[config.mk]
export PLATFORM = sky130hd
export DESIGN_NAME = lrs_rate_and_rail_select
export DESIGN_NICKNAME = d
export VERILOG_FILES = /design/src/lrs_pkg.sv /design/src/lrs_rate_and_rail_select.sv
export SDC_FILE = /design/constraint.sdc
export NUM_CORES = 1
export LEC_CHECK = 0
export ABC_AREA = 1
export BUFFER_PORTS_ARGS = -buffer_cell sky130_fd_sc_hd__buf_2
export CAP_MARGIN = 10
export CELL_PAD_IN_SITES_DETAIL_PLACEMENT = 0
export CELL_PAD_IN_SITES_GLOBAL_PLACEMENT = 1
export CORE_AREA = 4 4 106 83
export CTS_CLUSTER_DIAMETER = 80
export DETAILED_ROUTE_END_ITERATION = 6
export DIE_AREA = 0 0 110 87
export HOLD_SLACK_MARGIN = 0.03
export PLACE_DENSITY_LB_ADDON = 0.1
export SLEW_MARGIN = 20
export SYNTH_ARGS = -nofsm -noshare
export SYNTH_HDL_FRONTEND = slang
export SYNTH_SLANG_ARGS = --single-unit
[constraint.sdc]
create_clock -name pclk -period 2.3 [get_ports pclk]
set_clock_uncertainty 0.05 [all_clocks]
set_input_delay 0 -clock pclk [delete_from_list [all_inputs] [get_ports pclk]]
set_output_delay 0 -clock pclk [all_outputs]
set_load 0.05 [all_outputs]
[src/lrs_pkg.sv]
// Constants, field layouts and carrier types of the rate and rail select block
package lrs_pkg;

  // ---------------------------------------------------------------
  // Register map, byte addresses
  // ---------------------------------------------------------------
  localparam int ADDR_W = 8;
  localparam logic [7:0] OFF_CTRL = 8'h00;
  localparam logic [7:0] OFF_STATUS = 8'h04;
  localparam logic [7:0] OFF_INT_STATUS = 8'h08;
  localparam logic [7:0] OFF_INT_MASK = 8'h0C;

  // ---------------------------------------------------------------
  // Field positions and reset values
  // ---------------------------------------------------------------
  localparam int CTRL_RAIL = 0;
  localparam int CTRL_RATE = 1;
  localparam int CTRL_E3 = 2;
  localparam logic [7:0] CTRL_RESET = 8'h00;
  localparam int STAT_RAIL = 2;
  localparam int INT_CV = 0;
  localparam int INT_EXZ = 1;
  localparam logic [1:0] INT_RESET = 2'h0;

  // ---------------------------------------------------------------
  // Line code run lengths and synchroniser lanes
  // ---------------------------------------------------------------
  localparam logic [2:0] RUN_B3ZS = 3'h3;
  localparam logic [2:0] RUN_HDB3 = 3'h4;
  localparam int SY_CLK = 0;
  localparam int SY_TXP = 1;
  localparam int SY_TXN = 2;
  localparam int SY_RXP = 3;
  localparam int SY_RXN = 4;
  localparam int SY_N = 5;

  // ---------------------------------------------------------------
  // Types
  // ---------------------------------------------------------------
  typedef enum logic [1:0] {
    LRS_RATE_DS3 = 2'h0,
    LRS_RATE_STS1 = 2'h1,
    LRS_RATE_E3 = 2'h2
  } lrs_rate_t;

  typedef struct packed {
    logic pos;
    logic neg;
  } lrs_rail_t;

  typedef struct packed {
    logic psel;
    logic penable;
    logic pwrite;
    logic [ADDR_W-1:0] paddr;
    logic [31:0] pwdata;
  } lrs_apb_req_t;

  typedef struct packed {
    logic [31:0] prdata;
    logic pready;
    logic pslverr;
  } lrs_apb_rsp_t;

endpackage : lrs_pkg

[src/lrs_rate_and_rail_select.sv]
// Per-channel rate and rail select with B3ZS/HDB3 coding and APB registers
//
// The address map and the APB interface to the registers are this design's own decisions.

// Overview of operation
// - Rate 0, E3 0: run DS3
// - Rate 1, E3 0: run STS-1
// - E3 1 overrides rate select: run E3
// - Single rail enables B3ZS/HDB3 coder both ways
// - Single rail takes transmit data from positive pin
// - Single rail delivers receive data on positive output
// - Single rail negative output flags violations
// - Dual rail bypasses encoder and decoder
// - Dual rail takes positive and negative transmit rails
// - Dual rail positive pulse: one-period positive output
// - Dual rail negative pulse: one-period negative output
module lrs_rate_and_rail_select #(
  parameter int ADDR_W = lrs_pkg::ADDR_W
) (
  input wire logic pclk,
  input wire logic presetn,
  input wire lrs_pkg::lrs_apb_req_t apb_req,
  output lrs_pkg::lrs_apb_rsp_t apb_rsp,
  input wire logic line_clk,
  input wire logic tx_positive_data,
  input wire logic tx_negative_data,
  input wire lrs_pkg::lrs_rail_t rx_line_pair,
  output lrs_pkg::lrs_rail_t tx_line,
  output logic rx_positive_data,
  output logic rx_negative_or_violation,
  output lrs_pkg::lrs_rate_t line_rate,
  output logic irq
);
  import lrs_pkg::*;

  // ---------------------------------------------------------------
  // Elaboration check
  // ---------------------------------------------------------------
  generate
    if (ADDR_W != lrs_pkg::ADDR_W) begin : g_bad_addr
      $error("ADDR_W must match the package address width");
    end
  endgenerate

  // ---------------------------------------------------------------
  // State
  // ---------------------------------------------------------------
  typedef struct packed {
    logic [7:0] ctrl;
    lrs_rate_t rate;
    logic [1:0] int_status;
    logic [1:0] int_mask;
    logic [31:0] prdata;
    logic [SY_N-1:0] sync1;
    logic [SY_N-1:0] sync2;
    logic clk_prev;
    logic [3:0] enc_mark;
    logic [3:0] enc_viol;
    logic enc_parity;
    logic enc_last_pol;
    lrs_rail_t tx_out;
    logic [3:0] dec_data;
    logic dec_last_pol;
    logic [2:0] dec_zeros;
    logic rx_pos_out;
    logic rx_neg_out;
  } lrs_state_t;

  lrs_state_t st_reg;
  lrs_state_t st_next;
  logic [SY_N-1:0] pins_raw;
  logic edge_now;
  logic single_rail;
  logic hdb3;
  logic apb_setup;
  logic apb_access;
  logic addr_hit;

  // Raw pins, only ever read by the first synchroniser stage
  assign pins_raw = {rx_line_pair.neg, rx_line_pair.pos, tx_negative_data,
                     tx_positive_data, line_clk};

  // Line clock rising edge, found on the second stage and its follower
  assign edge_now = st_reg.sync2[SY_CLK] & ~st_reg.clk_prev;
  assign single_rail = st_reg.ctrl[CTRL_RAIL];
  assign hdb3 = (st_reg.rate == LRS_RATE_E3);

  // APB decode; zero wait states, so pready is constant high
  assign apb_setup = apb_req.psel & ~apb_req.penable;
  assign apb_access = apb_req.psel & apb_req.penable;
  assign addr_hit = (apb_req.paddr == OFF_CTRL) ||
                    (apb_req.paddr == OFF_STATUS) ||
                    (apb_req.paddr == OFF_INT_STATUS) ||
                    (apb_req.paddr == OFF_INT_MASK);

  // ---------------------------------------------------------------
  // Next state
  // ---------------------------------------------------------------
  always_comb begin : comb_next
    logic [7:0] ctl;
    logic [3:0] m;
    logic [3:0] v;
    logic pol;
    logic zrun;
    logic [3:0] d;
    logic mk;
    logic bpv;
    logic valid;
    logic cv;
    logic exz;
    ctl = 8'h00;
    m = 4'h0;
    v = 4'h0;
    pol = 1'b0;
    zrun = 1'b0;
    d = 4'h0;
    mk = 1'b0;
    bpv = 1'b0;
    valid = 1'b0;
    cv = 1'b0;
    exz = 1'b0;
    st_next = st_reg;

    // Synchronisers and edge follower
    st_next.sync1 = pins_raw;
    st_next.sync2 = st_reg.sync1;
    st_next.clk_prev = st_reg.sync2[SY_CLK];

    // Read data captured in the setup phase, unmapped reads give zero
    if (apb_setup) begin
      case (apb_req.paddr)
        OFF_CTRL: st_next.prdata = {24'h000000, st_reg.ctrl};
        OFF_STATUS: st_next.prdata = {29'h00000000, single_rail, st_reg.rate};
        OFF_INT_STATUS: st_next.prdata = {30'h00000000, st_reg.int_status};
        OFF_INT_MASK: st_next.prdata = {30'h00000000, st_reg.int_mask};
        default: st_next.prdata = 32'h00000000;
      endcase
    end

    // Writes land at the access edge; status clears by writing ones
    if (apb_access && apb_req.pwrite && addr_hit) begin
      case (apb_req.paddr)
        OFF_CTRL: st_next.ctrl = apb_req.pwdata[7:0];
        OFF_INT_STATUS: st_next.int_status = st_reg.int_status &
                                            ~apb_req.pwdata[1:0];
        OFF_INT_MASK: st_next.int_mask = apb_req.pwdata[1:0];
        default: st_next.ctrl = st_reg.ctrl;
      endcase
    end

    // Rate follows the control bits in the same cycle; E3 wins
    ctl = st_next.ctrl;
    if (ctl[CTRL_E3]) begin
      st_next.rate = LRS_RATE_E3;
    end else if (ctl[CTRL_RATE]) begin
      st_next.rate = LRS_RATE_STS1;
    end else begin
      st_next.rate = LRS_RATE_DS3;
    end

    // Line side moves only on a line clock edge
    if (edge_now) begin
      if (single_rail) begin
        // Encoder: four-bit delay line so a zero run can be rewritten
        m = {st_reg.enc_mark[2:0], st_reg.sync2[SY_TXP]};
        v = {st_reg.enc_viol[2:0], 1'b0};
        zrun = hdb3 ? (m == 4'h0) : (m[2:0] == 3'h0);
        if (zrun) begin
          m[0] = 1'b1;
          v[0] = 1'b1;
          // Even pulse count since last V needs a B pulse for balance
          if (!st_reg.enc_parity) begin
            if (hdb3) begin
              m[3] = 1'b1;
            end else begin
              m[2] = 1'b1;
            end
          end
          st_next.enc_parity = 1'b0;
        end else begin
          st_next.enc_parity = st_reg.enc_parity ^ m[0];
        end
        st_next.enc_mark = m;
        st_next.enc_viol = v;
        // V repeats the last polarity, every other mark alternates
        pol = st_reg.enc_viol[3] ? st_reg.enc_last_pol : ~st_reg.enc_last_pol;
        if (st_reg.enc_mark[3]) begin
          st_next.enc_last_pol = pol;
        end
        st_next.tx_out.pos = st_reg.enc_mark[3] & pol;
        st_next.tx_out.neg = st_reg.enc_mark[3] & ~pol;

        // Decoder: strip V and its B, flag what is not a substitution
        mk = st_reg.sync2[SY_RXP] | st_reg.sync2[SY_RXN];
        d = {st_reg.dec_data[2:0], mk};
        bpv = mk && (st_reg.sync2[SY_RXP] ^ st_reg.sync2[SY_RXN]) &&
              (st_reg.sync2[SY_RXP] == st_reg.dec_last_pol);
        valid = hdb3 ? (st_reg.dec_data[1:0] == 2'h0) : ~st_reg.dec_data[0];
        if (bpv) begin
          d[0] = 1'b0;
          if (hdb3) begin
            d[3] = 1'b0;
          end else begin
            d[2] = 1'b0;
          end
        end
        if (mk && (st_reg.sync2[SY_RXP] ^ st_reg.sync2[SY_RXN])) begin
          st_next.dec_last_pol = st_reg.sync2[SY_RXP];
        end
        // Both rails at once is never legal bipolar signalling
        cv = (bpv && !valid) ||
             (st_reg.sync2[SY_RXP] && st_reg.sync2[SY_RXN]);
        if (mk) begin
          st_next.dec_zeros = 3'h0;
        end else if (st_reg.dec_zeros != 3'h7) begin
          st_next.dec_zeros = st_reg.dec_zeros + 3'h1;
        end
        exz = !mk && ((st_reg.dec_zeros + 3'h1) ==
                      (hdb3 ? RUN_HDB3 : RUN_B3ZS));
        st_next.dec_data = d;
        st_next.rx_pos_out = st_reg.dec_data[3];
        st_next.rx_neg_out = cv | exz;
        // Set wins over a clear written in the same cycle
        st_next.int_status[INT_CV] = st_next.int_status[INT_CV] | cv;
        st_next.int_status[INT_EXZ] = st_next.int_status[INT_EXZ] | exz;
      end else begin
        // Dual rail: rails pass straight through, one line period each
        st_next.tx_out.pos = st_reg.sync2[SY_TXP];
        st_next.tx_out.neg = st_reg.sync2[SY_TXN];
        st_next.rx_pos_out = st_reg.sync2[SY_RXP];
        st_next.rx_neg_out = st_reg.sync2[SY_RXN];
        st_next.enc_mark = 4'h0;
        st_next.enc_viol = 4'h0;
        st_next.dec_data = 4'h0;
        st_next.dec_zeros = 3'h0;
      end
    end
  end : comb_next

  // ---------------------------------------------------------------
  // State register
  // ---------------------------------------------------------------
  always_ff @(posedge pclk or negedge presetn) begin
    if (!presetn) begin
      st_reg <= '{ctrl: CTRL_RESET, rate: LRS_RATE_DS3,
                  int_status: INT_RESET, int_mask: INT_RESET,
                  default: '0};
    end else begin
      st_reg <= st_next;
    end
  end

  // ---------------------------------------------------------------
  // Outputs
  // ---------------------------------------------------------------
  assign apb_rsp.prdata = st_reg.prdata;
  assign apb_rsp.pready = 1'b1;
  assign apb_rsp.pslverr = apb_access & ~addr_hit;
  assign tx_line = st_reg.tx_out;
  assign rx_positive_data = st_reg.rx_pos_out;
  assign rx_negative_or_violation = st_reg.rx_neg_out;
  assign line_rate = st_reg.rate;
  // Level interrupt while any unmasked sticky bit stands
  assign irq = |(st_reg.int_status & st_reg.int_mask);
endmodule : lrs_rate_and_rail_select

# Yosys cells after proc, flatten, opt, wreduce, memory -nomap -nowiden
# Index checks and enable logic that the tools add are counted.
word_totals:
  ff_bits: 79
  input_bits: 50
op_classes:
  add_sub_neg: 1
  eq_ne: 8
  n_mux: 30
  bitwise_logic: 21
  reduce_logical: 24
op_table:
  columns: ["cell", "count"]
  rows:
  - ["8-bit case mux with 4 select lines", 1]
  - ["8-bit by 4-bit == test with 1-bit output, second input constant", 2]
  - ["2-bit 2-to-1 mux", 8]
  - ["3-bit 2-to-1 mux", 5]
  - ["1-bit 2-to-1 mux", 12]
  - ["8-bit by 3-bit == test with 1-bit output, second input constant", 1]
  - ["8-bit logical NOT", 1]
  - ["8-bit 2-to-1 mux", 1]
  - ["2-bit AND reduction", 4]
  - ["1-bit logical AND", 7]
  - ["1-bit AND", 6]
  - ["6-bit 2-to-1 mux", 1]
  - ["1-bit NOT", 6]
  - ["3-bit AND reduction", 2]
  - ["5-bit 2-to-1 mux", 1]
  - ["2-bit AND", 2]
  - ["4-bit logical NOT", 1]
  - ["1-bit logical OR", 4]
  - ["4-bit 2-to-1 mux", 1]
  - ["1-bit OR", 4]
  - ["3-bit by 1-bit adder with 3-bit output, second input constant", 1]
  - ["3-bit == test", 1]
  - ["3-bit logical NOT", 1]
  - ["3-bit by 1-bit != test with 1-bit output, second input constant", 1]
  - ["8 further kinds", 10]

# Depth between registers and ports, before layout
# Gate-level depths: netlist of run 1.
depth:
  depth_word: 9
  ltp_mapped: 9

# Least setup slack after synthesis of run 1
# No wires, ideal clock.
synth_timing:
  path_kind: "register to register"
  from: "register st_reg[2] (netlist name)"
  to: "register st_reg, in the netlist rx_negative_or_violation"
  t_arrival_ns: 1.488
  required_ns: 2.184
  setup_slack_ns: 0.696
  stages_incl_launch_ff: 10
  path_buffers: 0
  synth_period_minus_slack_ns: 1.604
  cell_sequence: "dfrtp_1 -> ha_1 -> ha_1 -> inv_1 -> or2_2 -> o21ai_0 -> nand3_1 -> nand3_1 -> nand2_1 -> nand2_1"
synth_between:
  elab_chain_cells: 5
synth_rtl:
  columns: ["item", "line_no", "source"]
  rows:
  - ["start, declared", "lrs_rate_and_rail_select.sv:69", "lrs_state_t st_reg;"]
  - ["start signal, assigned", "lrs_rate_and_rail_select.sv:245", "st_reg <= '{ctrl: CTRL_RESET, rate: LRS_RATE_DS3,"]
  - ["start signal, assigned", "lrs_rate_and_rail_select.sv:249", "st_reg <= st_next;"]
  - ["3-bit by 1-bit adder with 3-bit output", "lrs_rate_and_rail_select.sv:218", "exz = !mk && ((st_reg.dec_zeros + 3'h1) =="]
  - ["3-bit == test", "lrs_rate_and_rail_select.sv:218", null]
  - ["1-bit logical AND", "lrs_rate_and_rail_select.sv:218", null]
  - ["1-bit OR", "lrs_rate_and_rail_select.sv:222", "st_next.rx_neg_out = cv | exz;"]
  - ["5-bit 2-to-1 mux", "lrs_rate_and_rail_select.sv:163", "if (single_rail) begin"]
# Every way passes these cells.
# A chain may end at the register's enable or synchronous reset.

# Worst setup path after layout of run 1
# Ends and elaborated chain as after synthesis.

==> impl_results.rst, run 1 <==
.. list-table::
   :header-rows: 1

   * - Metric
     - Value
   * - Antenna cells
     - 0
   * - Critical Setup Path Class
     - reg -> reg
   * - Clock tree root driver cell
     - clkbuf_8
   * - Placer Congestion
     - 0.7207
   * - Number of top-level pins
     - 91
   * - Setup slack of the worst register-to-register path
     - 0.59 ns
   * - Worst Hold Launch
     - apb_req[32]
   * - Maximum number of pins on one net before global-route repair
     - 55
   * - Number of endpoints with negative hold slack in the final report
     - 0
   * - Count of unique library cells instantiated by Yosys
     - 32
   * - Path type of the worst min-delay path
     - in -> reg
   * - Count of cells along the worst hold path
     - 6
   * - Highest clock frequency the design can meet
     - 585.4 MHz
   * - Routed vias
     - 1948
   * - Drt drc
     - 0
   * - Total Wirelength
     - 5410 µm
   * - Max FFs per register
     - 34
   * - Top area cells in the synthesized netlist
     - dfrtp_1 50%, buf_4 11%, nand2_1 11%, inv_1 4.3%, o21ai_0 3.5%
   * - Post-synth top area cell
     - dfrtp_1
   * - Endpoint class of the critical path
     - flip-flop
   * - Initial Util
     - 0.3487
   * - Number of flip-flops and latches in the synthesized netlist
     - 54
   * - Fill cell count
     - 809
   * - Vias in the first global route
     - 1947
   * - Total Neg Setup Slack
     - 0 ns
   * - Slowest stage cell on the critical path
     - dfrtp_1
   * - Post-CTS Setup Bufs
     - 0
   * - Startpoint class of the critical path
     - flip-flop
   * - Clock latency on the worst-skew pair
     - 0.30 ns
   * - Die Ht
     - 87 µm
   * - Clock buffer count from CTS
     - 5
   * - Maximum net fanout on the critical path
     - 5
   * - Portion of the post-synthesis area used by sequential elements
     - 0.5005
   * - Status
     - complete, no violations
   * - Leakage power total
     - 1.597 nW
   * - Critical R2R Capture
     - rx_negative_or_violation
   * - Largest voltage drop on the vdd net
     - between 300 and 400 µV
   * - Share of final-layout standard cells stronger than drive strength 1
     - 0.2083
   * - Die area
     - 9570 µm²
   * - Synth-to-layout area growth
     - 15.11%
   * - CTS tree
     - done
   * - Post-Syn Instances
     - 310
   * - Synthesized area per cell
     - 8.710 µm²
   * - Total Nets Final
     - approximately 410
   * - Worst-case reg-to-reg path depth
     - 9
   * - Worst stage delay on the critical path
     - 0.42 ns
   * - Clock tree buffer depth
     - 2
   * - Number of core rows
     - 28
   * - Chip width
     - around 110 µm
   * - # hold bufs at CTS
     - 17
   * - Antenna violations before repair
     - 0
   * - Clock-pin transition on the worst setup and hold timing paths
     - 0.10 ns
   * - Tot GR Track Use
     - 0.1234
   * - Pin slew with the least headroom to its limit
     - roughly 0.69 ns
   * - Number of port buffers
     - 41
   * - Top cell type's share of synthesized area
     - 0.5005
   * - Vias per cell
     - approximately 4.2
   * - P per Cell Area
     - ~600 nW/µm²
   * - Startpoint of the most critical register-to-register path
     - st_reg[2]
   * - Max-Cap Viols
     - 0
   * - Clock period minus worst slack
     - 1.708 ns
   * - First-pass GRT wire length
     - 9259 µm
   * - Unrepaired setup endpoints after global routing
     - no
   * - Post-Syn Area
     - 2700 µm²
   * - Design Power
     - 0.001891 W
   * - Total half-perimeter wirelength after legalization and detailed placement
     - 3898 µm
   * - Violation count after the first detailed-routing iteration
     - 57
   * - Required arrival time at the worst endpoint
     - 2.49 ns
   * - Fin Hold WS
     - approximately 0.08 ns
   * - Ordered list of cells on the worst path
     - ha_1 > ha_1 > inv_1 > or2_2 > o21ai_0 > nand3_1 > nand3_1 > nand2_1 > nand2_1
   * - Synthesis Warnings
     - 0
   * - Routed len/inst
     - between 10 and 15 µm
   * - Area of the placeable core
     - 7742 µm²
   * - Hold Path End
     - apb_rsp[9]
   * - Grt ovf
     - 0
   * - Worst slew margin relative to its limit
     - 0.5373
   * - Fin. max-slew vios
     - 0
   * - 1st-pass router iterations
     - 4
   * - Number of cells upsized or downsized after cts
     - 0
   * - Clock sink count
     - 54
   * - Deepest level of the CTS H-tree
     - 2
   * - Share of the cycle needed by the critical path after routing
     - 0.7427
   * - Final ANT Viol Nets
     - 0
   * - Total of endpoints with negative setup slack in the final report
     - 0
   * - Data arrival, critical path
     - 1.90 ns
-- synth_stat cells, drive strengths merged --
cell     n
a21oi    7
a22o     2
and3     1
buf     43
conb     2
dfrtp   54
ha       4
inv     37
nand2   81
nand3   13
nand4    3
nor2    27
nor3     1
o211ai   5
o21ai   20
o22ai    4
o311ai   1
o31ai    2
or2      2
xnor2    1
-- cell type report --
cell class / instances / area (µm²) / area share
well taps: 105 / 131.4 / 0.04227
clock inverters: 2 / 37.54 / 0.01208
multi-input cells: 199 / 968.4 / 0.3116
inverters: 37 / 141.4 / 0.04549
repair buffers: 62 / 405.4 / 0.1304
clock buffers: 6 / 72.57 / 0.02335
flip-flops and latches: 54 / 1351 / 0.4348
-- logic make-up after synthesis --
family / count (synthesis) / synth area share
AOI/OAI and AO/OA: 41 / 0.09175
adders and majority gates: 4 / 0.01854
and+or+nand+nor: 128 / 0.2104
other: 2 / 0.002781
buffers and inverters: 80 / 0.1728
xor gates and xnor gates: 1 / 0.003244
DFF: 54 / 0.5005
-- per-stage QoR --
stage	setup slack (ns)	cells	utilization	area (µm²)
floorplan	0.6960	333	-	2786
global placement	0.6020	440	0.3652	2828
detailed placement	0.6054	440	0.3652	2828
CTS	0.5734	465	0.4014	3108
global route	0.4509	465	0.4014	3108
finish	0.5918	465	0.4014	3108
-- metal layers --
layer  vias up  routed length (µm)  GRT usage
met5         -                   0          0
met4         0                  27    0.02718
met3         2                 272    0.02743
met2        41                2301     0.1916
met1       888                2809     0.1758
li1       1017                   -          -
-- cells in the final DEF (no fill, tap or decap), types with 3 or more instances in the layout --
cell type,n
clkbuf_8,5
buf_2,41
nand2_1,77
o21ai_0,19
nand3_1,13
o211ai_1,4
nor2_2,7
nor2_1,17
conb_1,25
a21oi_1,6
dlygate4sd3_1,17
nand4_1,3
o22ai_1,4
inv_2,5
ha_1,4
dfrtp_1,54
nand2_2,3
buf_4,4
nor2_4,3
inv_1,31
-- where the power goes --
| part | switching [W] | internal [W] | total [W] |
|---|---|---|---|
| Combinational | 0.000212 | 0.0000662 | 0.000278 |
| Clock | 0.000302 | 0.000325 | 0.000628 |
| Sequential | 0.0000119 | 0.000973 | 0.000985 |
| Total | 0.000526 | 0.00136 | 0.00189 |
-- how the worst max path moves through the flow --
| stage | startpoint | end | cells past startpoint |
|---|---|---|---|
| detailed placement | st_reg[2] | rx_negative_or_violation | 9 |
| global placement | st_reg[2] | rx_negative_or_violation | 9 |
| finish | st_reg[2] | rx_negative_or_violation | 9 |
| global route | st_reg[2] | rx_negative_or_violation | 9 |
| CTS | st_reg[2] | rx_negative_or_violation | 9 |
| floorplan | st_reg[2] | rx_negative_or_violation | 9 |
-- worst max-delay path: cells and delay by family, from the launching register on --
family                   cells  cell delay [ns]
AND/OR/NAND/NOR              5             0.55
adder cells (fa/ha/maj)      2             0.48
flip-flops                   1             0.42
AO/OA/AOI/OAI                1             0.10
buffers and inverters        1             0.05
No activity file was read; power rests on OpenSTA's default activity.
==> inputs of run 2 (changes only) <==
--- a/config.mk
+++ b/config.mk
@@ -10,10 +10,10 @@
 export CAP_MARGIN = 10
 export CELL_PAD_IN_SITES_DETAIL_PLACEMENT = 0
 export CELL_PAD_IN_SITES_GLOBAL_PLACEMENT = 1
-export CORE_AREA = 4 4 106 83
+export CORE_AREA = 4 4 110 86
 export CTS_CLUSTER_DIAMETER = 80
 export DETAILED_ROUTE_END_ITERATION = 6
-export DIE_AREA = 0 0 110 87
+export DIE_AREA = 0 0 114 90
 export HOLD_SLACK_MARGIN = 0.03
 export PLACE_DENSITY_LB_ADDON = 0.1
 export SLEW_MARGIN = 20
==> constraint.sdc (replaced) <==
create_clock -name pclk -period 1.4 [get_ports pclk]
set_clock_uncertainty 0.05 [all_clocks]
set_input_delay 0 -clock pclk [delete_from_list [all_inputs] [get_ports pclk]]
set_output_delay 0 -clock pclk [all_outputs]
set_load 0.05 [all_outputs]
==> run 2 against run 1 <==
- the flow now finishes with violations (setup timing)
- sequential cell count stayed put
- cell count rose by 3.9%
- maximum frequency grew 12%
- sequential share of layout area down 3.2 points
- routed wire length is 7.1% higher
- die area increased by 7.2%
- global-route usage down 0.30 points
- non-clock buffer count up 15
==> impl_results.rst, run 2 (synthesis results as in run 1) <==
.. list-table::
   :header-rows: 1

   * - Metric
     - Value
   * - Clock tree root driver cell
     - clkbuf_16
   * - Die Ht
     - 90 µm
   * - Total of endpoints with negative setup slack in the final report
     - 2
   * - Data arrival, critical path
     - 1.71 ns
   * - Total Wirelength
     - 5794 µm
   * - Leakage power total
     - between 1.5 and 2 nW
   * - Sequential Area
     - 1351 µm²
   * - Share of power burned in the clock network
     - 0.370
   * - Status
     - finished with violations
   * - Fin Hold WS
     - slightly above 0.08 ns
   * - Maximum number of pins on one net before global-route repair
     - 21
   * - Startpoint class of the critical path
     - flip-flop
   * - Clock-pin transition on the worst setup and hold timing paths
     - 0.08 ns
   * - Multi-input gate area in the final layout
     - ~1000 µm²
   * - Most common cell after layout, fill and taps aside
     - nand2_1
   * - Logic gate share of total power
     - 0.150
   * - First-pass GRT wire length
     - 10070 µm
   * - Violation count after the first detailed-routing iteration
     - 55
   * - Ordered list of cells on the worst path
     - ha_2 > ha_4 > inv_2 > or2_4 > o21ai_2 > nand3_1 > nand3_1 > nand2_1 > nand2_1
   * - Violations in the final reports
     - setup timing
   * - Vias in the first global route
     - 2067
   * - Synth-to-layout area growth
     - 24.33%
   * - Drt drc
     - 0
   * - Path type of the worst min-delay path
     - in -> reg
   * - Routed vias
     - between 2000 and 2500
   * - Most frequent cells in the layout
     - 75 x nand2_1, 54 x dfrtp_1, 41 x buf_2
   * - Number of port buffers
     - 41
   * - Met3 track demand over resource in global routing
     - 0.02886
   * - 1st-pass router iterations
     - 6
   * - Clock buffer count from CTS
     - 5
   * - Total half-perimeter wirelength after legalization and detailed placement
     - 4436 µm
   * - Grt ovf
     - 0
   * - Design Power
     - roughly 0.0034 W
   * - Placer Congestion
     - between 0.7 and 0.8
   * - Endpoint class of the critical path
     - flip-flop
   * - Critical path buffers and inverters
     - 1
   * - Largest voltage drop on the vdd net
     - 583.2 µV
   * - Max FFs per register
     - 34
   * - GR Util met2
     - 0.1725
   * - P per Cell Area
     - roughly 1000 nW/µm²
   * - Int Power
     - 0.002408 W
   * - Antenna violations before repair
     - 0
   * - Most used routing layer in global routing
     - met1
   * - Number of endpoints with negative hold slack in the final report
     - 0
   * - Deepest level of the CTS H-tree
     - 2
   * - Die area
     - 10260 µm²
   * - Max-Cap Viols
     - 0
   * - Critical Setup Path Class
     - reg -> reg
   * - Share of final-layout standard cells stronger than drive strength 1
     - 0.2933
   * - Clock latency on the worst-skew pair
     - between 0.2 and 0.3 ns
   * - Unrepaired setup endpoints after global routing
     - yes
   * - Total Nets Final
     - 428
   * - Post-route worst setup slack
     - -0.1302 ns
   * - Fill cell count
     - 891
   * - Chip width
     - 114 µm
   * - Number of top-level pins
     - 91
   * - Vias per cell
     - 4.197
   * - Worst stage delay on the critical path
     - 0.39 ns
   * - Fin. max-slew vios
     - 0
   * - Routed len/inst
     - about 12 µm
   * - Clock sink count
     - 54
   * - Switching Power
     - a little under 0.001 W
   * - Tot GR Track Use
     - 0.1203
   * - Net switching fraction of the power
     - 0.2856
   * - Clock period minus worst slack
     - 1.530 ns
   * - Maximum net fanout on the critical path
     - 3
   * - Antenna cells
     - 0
   * - Required arrival time at the worst endpoint
     - 1.58 ns
   * - Portion of total power attributed to sequential cells
     - 0.480
   * - Initial Util
     - 0.3235
   * - Area of the placeable core
     - 8346 µm²
   * - Met1 Resource Use GR
     - 0.1809
   * - Share of the cycle needed by the critical path after routing
     - 1.093
   * - Highest clock frequency the design can meet
     - 653.5 MHz
   * - CTS tree
     - done
   * - Number of core rows
     - 29
   * - Clock tree buffer depth
     - 2
   * - Final ANT Viol Nets
     - 0
   * - Slowest stage cell on the critical path
     - dfrtp_1
   * - Setup slack of the worst register-to-register path
     - -0.13 ns
   * - Gate family responsible for the most delay along the worst path
     - simple AND/OR/NAND/NOR gates
## run 2: cell types whose count changed in the layout (fill, tap and decap cells not counted), moves of 3 or more
| cell | previous run | this run |
|---|---|---|
| ha_1 | 4 | 1 |
| buf_4 | 4 | 20 |
| clkbuf_8 | 5 | 0 |
| inv_2 | 5 | 10 |
| clkbuf_16 | 0 | 5 |
| dlygate4sd3_1 | 17 | 14 |
| nor2_4 | 3 | 6 |
| inv_1 | 31 | 26 |
## run 2: cell type report
class | instances | area share
sequential | 54 | 0.4025
multi-input combinational | 199 | 0.3112
timing repair buffer | 77 | 0.1595
inverter | 37 | 0.04212
tap | 108 | 0.04025
clock buffer | 5 | 0.03727
clock inverter | 3 | 0.007082
## run 2: final timing paths
kind                              from                       end  cells past startpoint
setup / recovery             st_reg[3]  rx_negative_or_violation                      9
hold / removal             apb_req[41]                apb_rsp[7]                      4
setup reg to reg             st_reg[3]  rx_negative_or_violation                      9
hold reg to reg            st_next[25]                st_reg[25]                      0
max in group asynchronous      presetn               st_next[27]                      3
min in group asynchronous      presetn                apb_rsp[5]                      2
## run 2: timing repair
| item | in CTS | in global routing |
|---|---|---|
| gates cloned | 0 | 0 |
| pin swaps | 4 | 12 |
| gates resized for setup | 5 | 13 |
| hold buffers | 14 | 0 |
| setup endpoints to repair | 5 | 11 |
| endpoints found under the hold margin | 70 | 0 |
| setup buffers | 0 | 5 |
## run 2: worst min-delay path: stages
cell and delay, ns:
buf_2 0.10, nor2_2 0.05, inv_2 0.15, o31ai_1 0.09
## run 2: stage by stage
| step | instance area (µm²) | setup slack (ns) | cells | setup TNS, ns | util |
|---|---|---|---|---|---|
| 2_1_floorplan | 2808 | -0.1067 | 333 | -0.1133 | - |
| 3_3_place_gp | 2975 | -0.1048 | 456 | -0.2899 | 0.3565 |
| 3_5_place_dp | 2975 | -0.1122 | 456 | -0.1893 | 0.3565 |
| 4_1_cts | 3277 | -0.1347 | 478 | -0.1873 | 0.3927 |
| 5_1_grt | 3357 | -0.2319 | 483 | -0.4187 | 0.4022 |
| 6_report | 3357 | -0.1302 | 483 | -0.1786 | 0.4022 |
## run 2: power by group through the flow
stage                     combinational (W)  sequential (W)  clock [W]
after floorplan                    0.000348         0.00167          0
after global placement             0.000452         0.00165          0
after detailed placement           0.000452         0.00165          0
after CTS                          0.000485         0.00162    0.00131
after global routing               0.000549         0.00162    0.00138
final                              0.000504         0.00162    0.00125
## run 2: per-layer routing
| layer | vias up | part of all wire |
|---|---|---|
| li1 | 1045 | - |
| met1 | 934 | 0.52 |
| met2 | 41 | 0.42 |
| met3 | 7 | 0.047 |
| met4 | 0 | 0.013 |
| met5 | - | 0 |
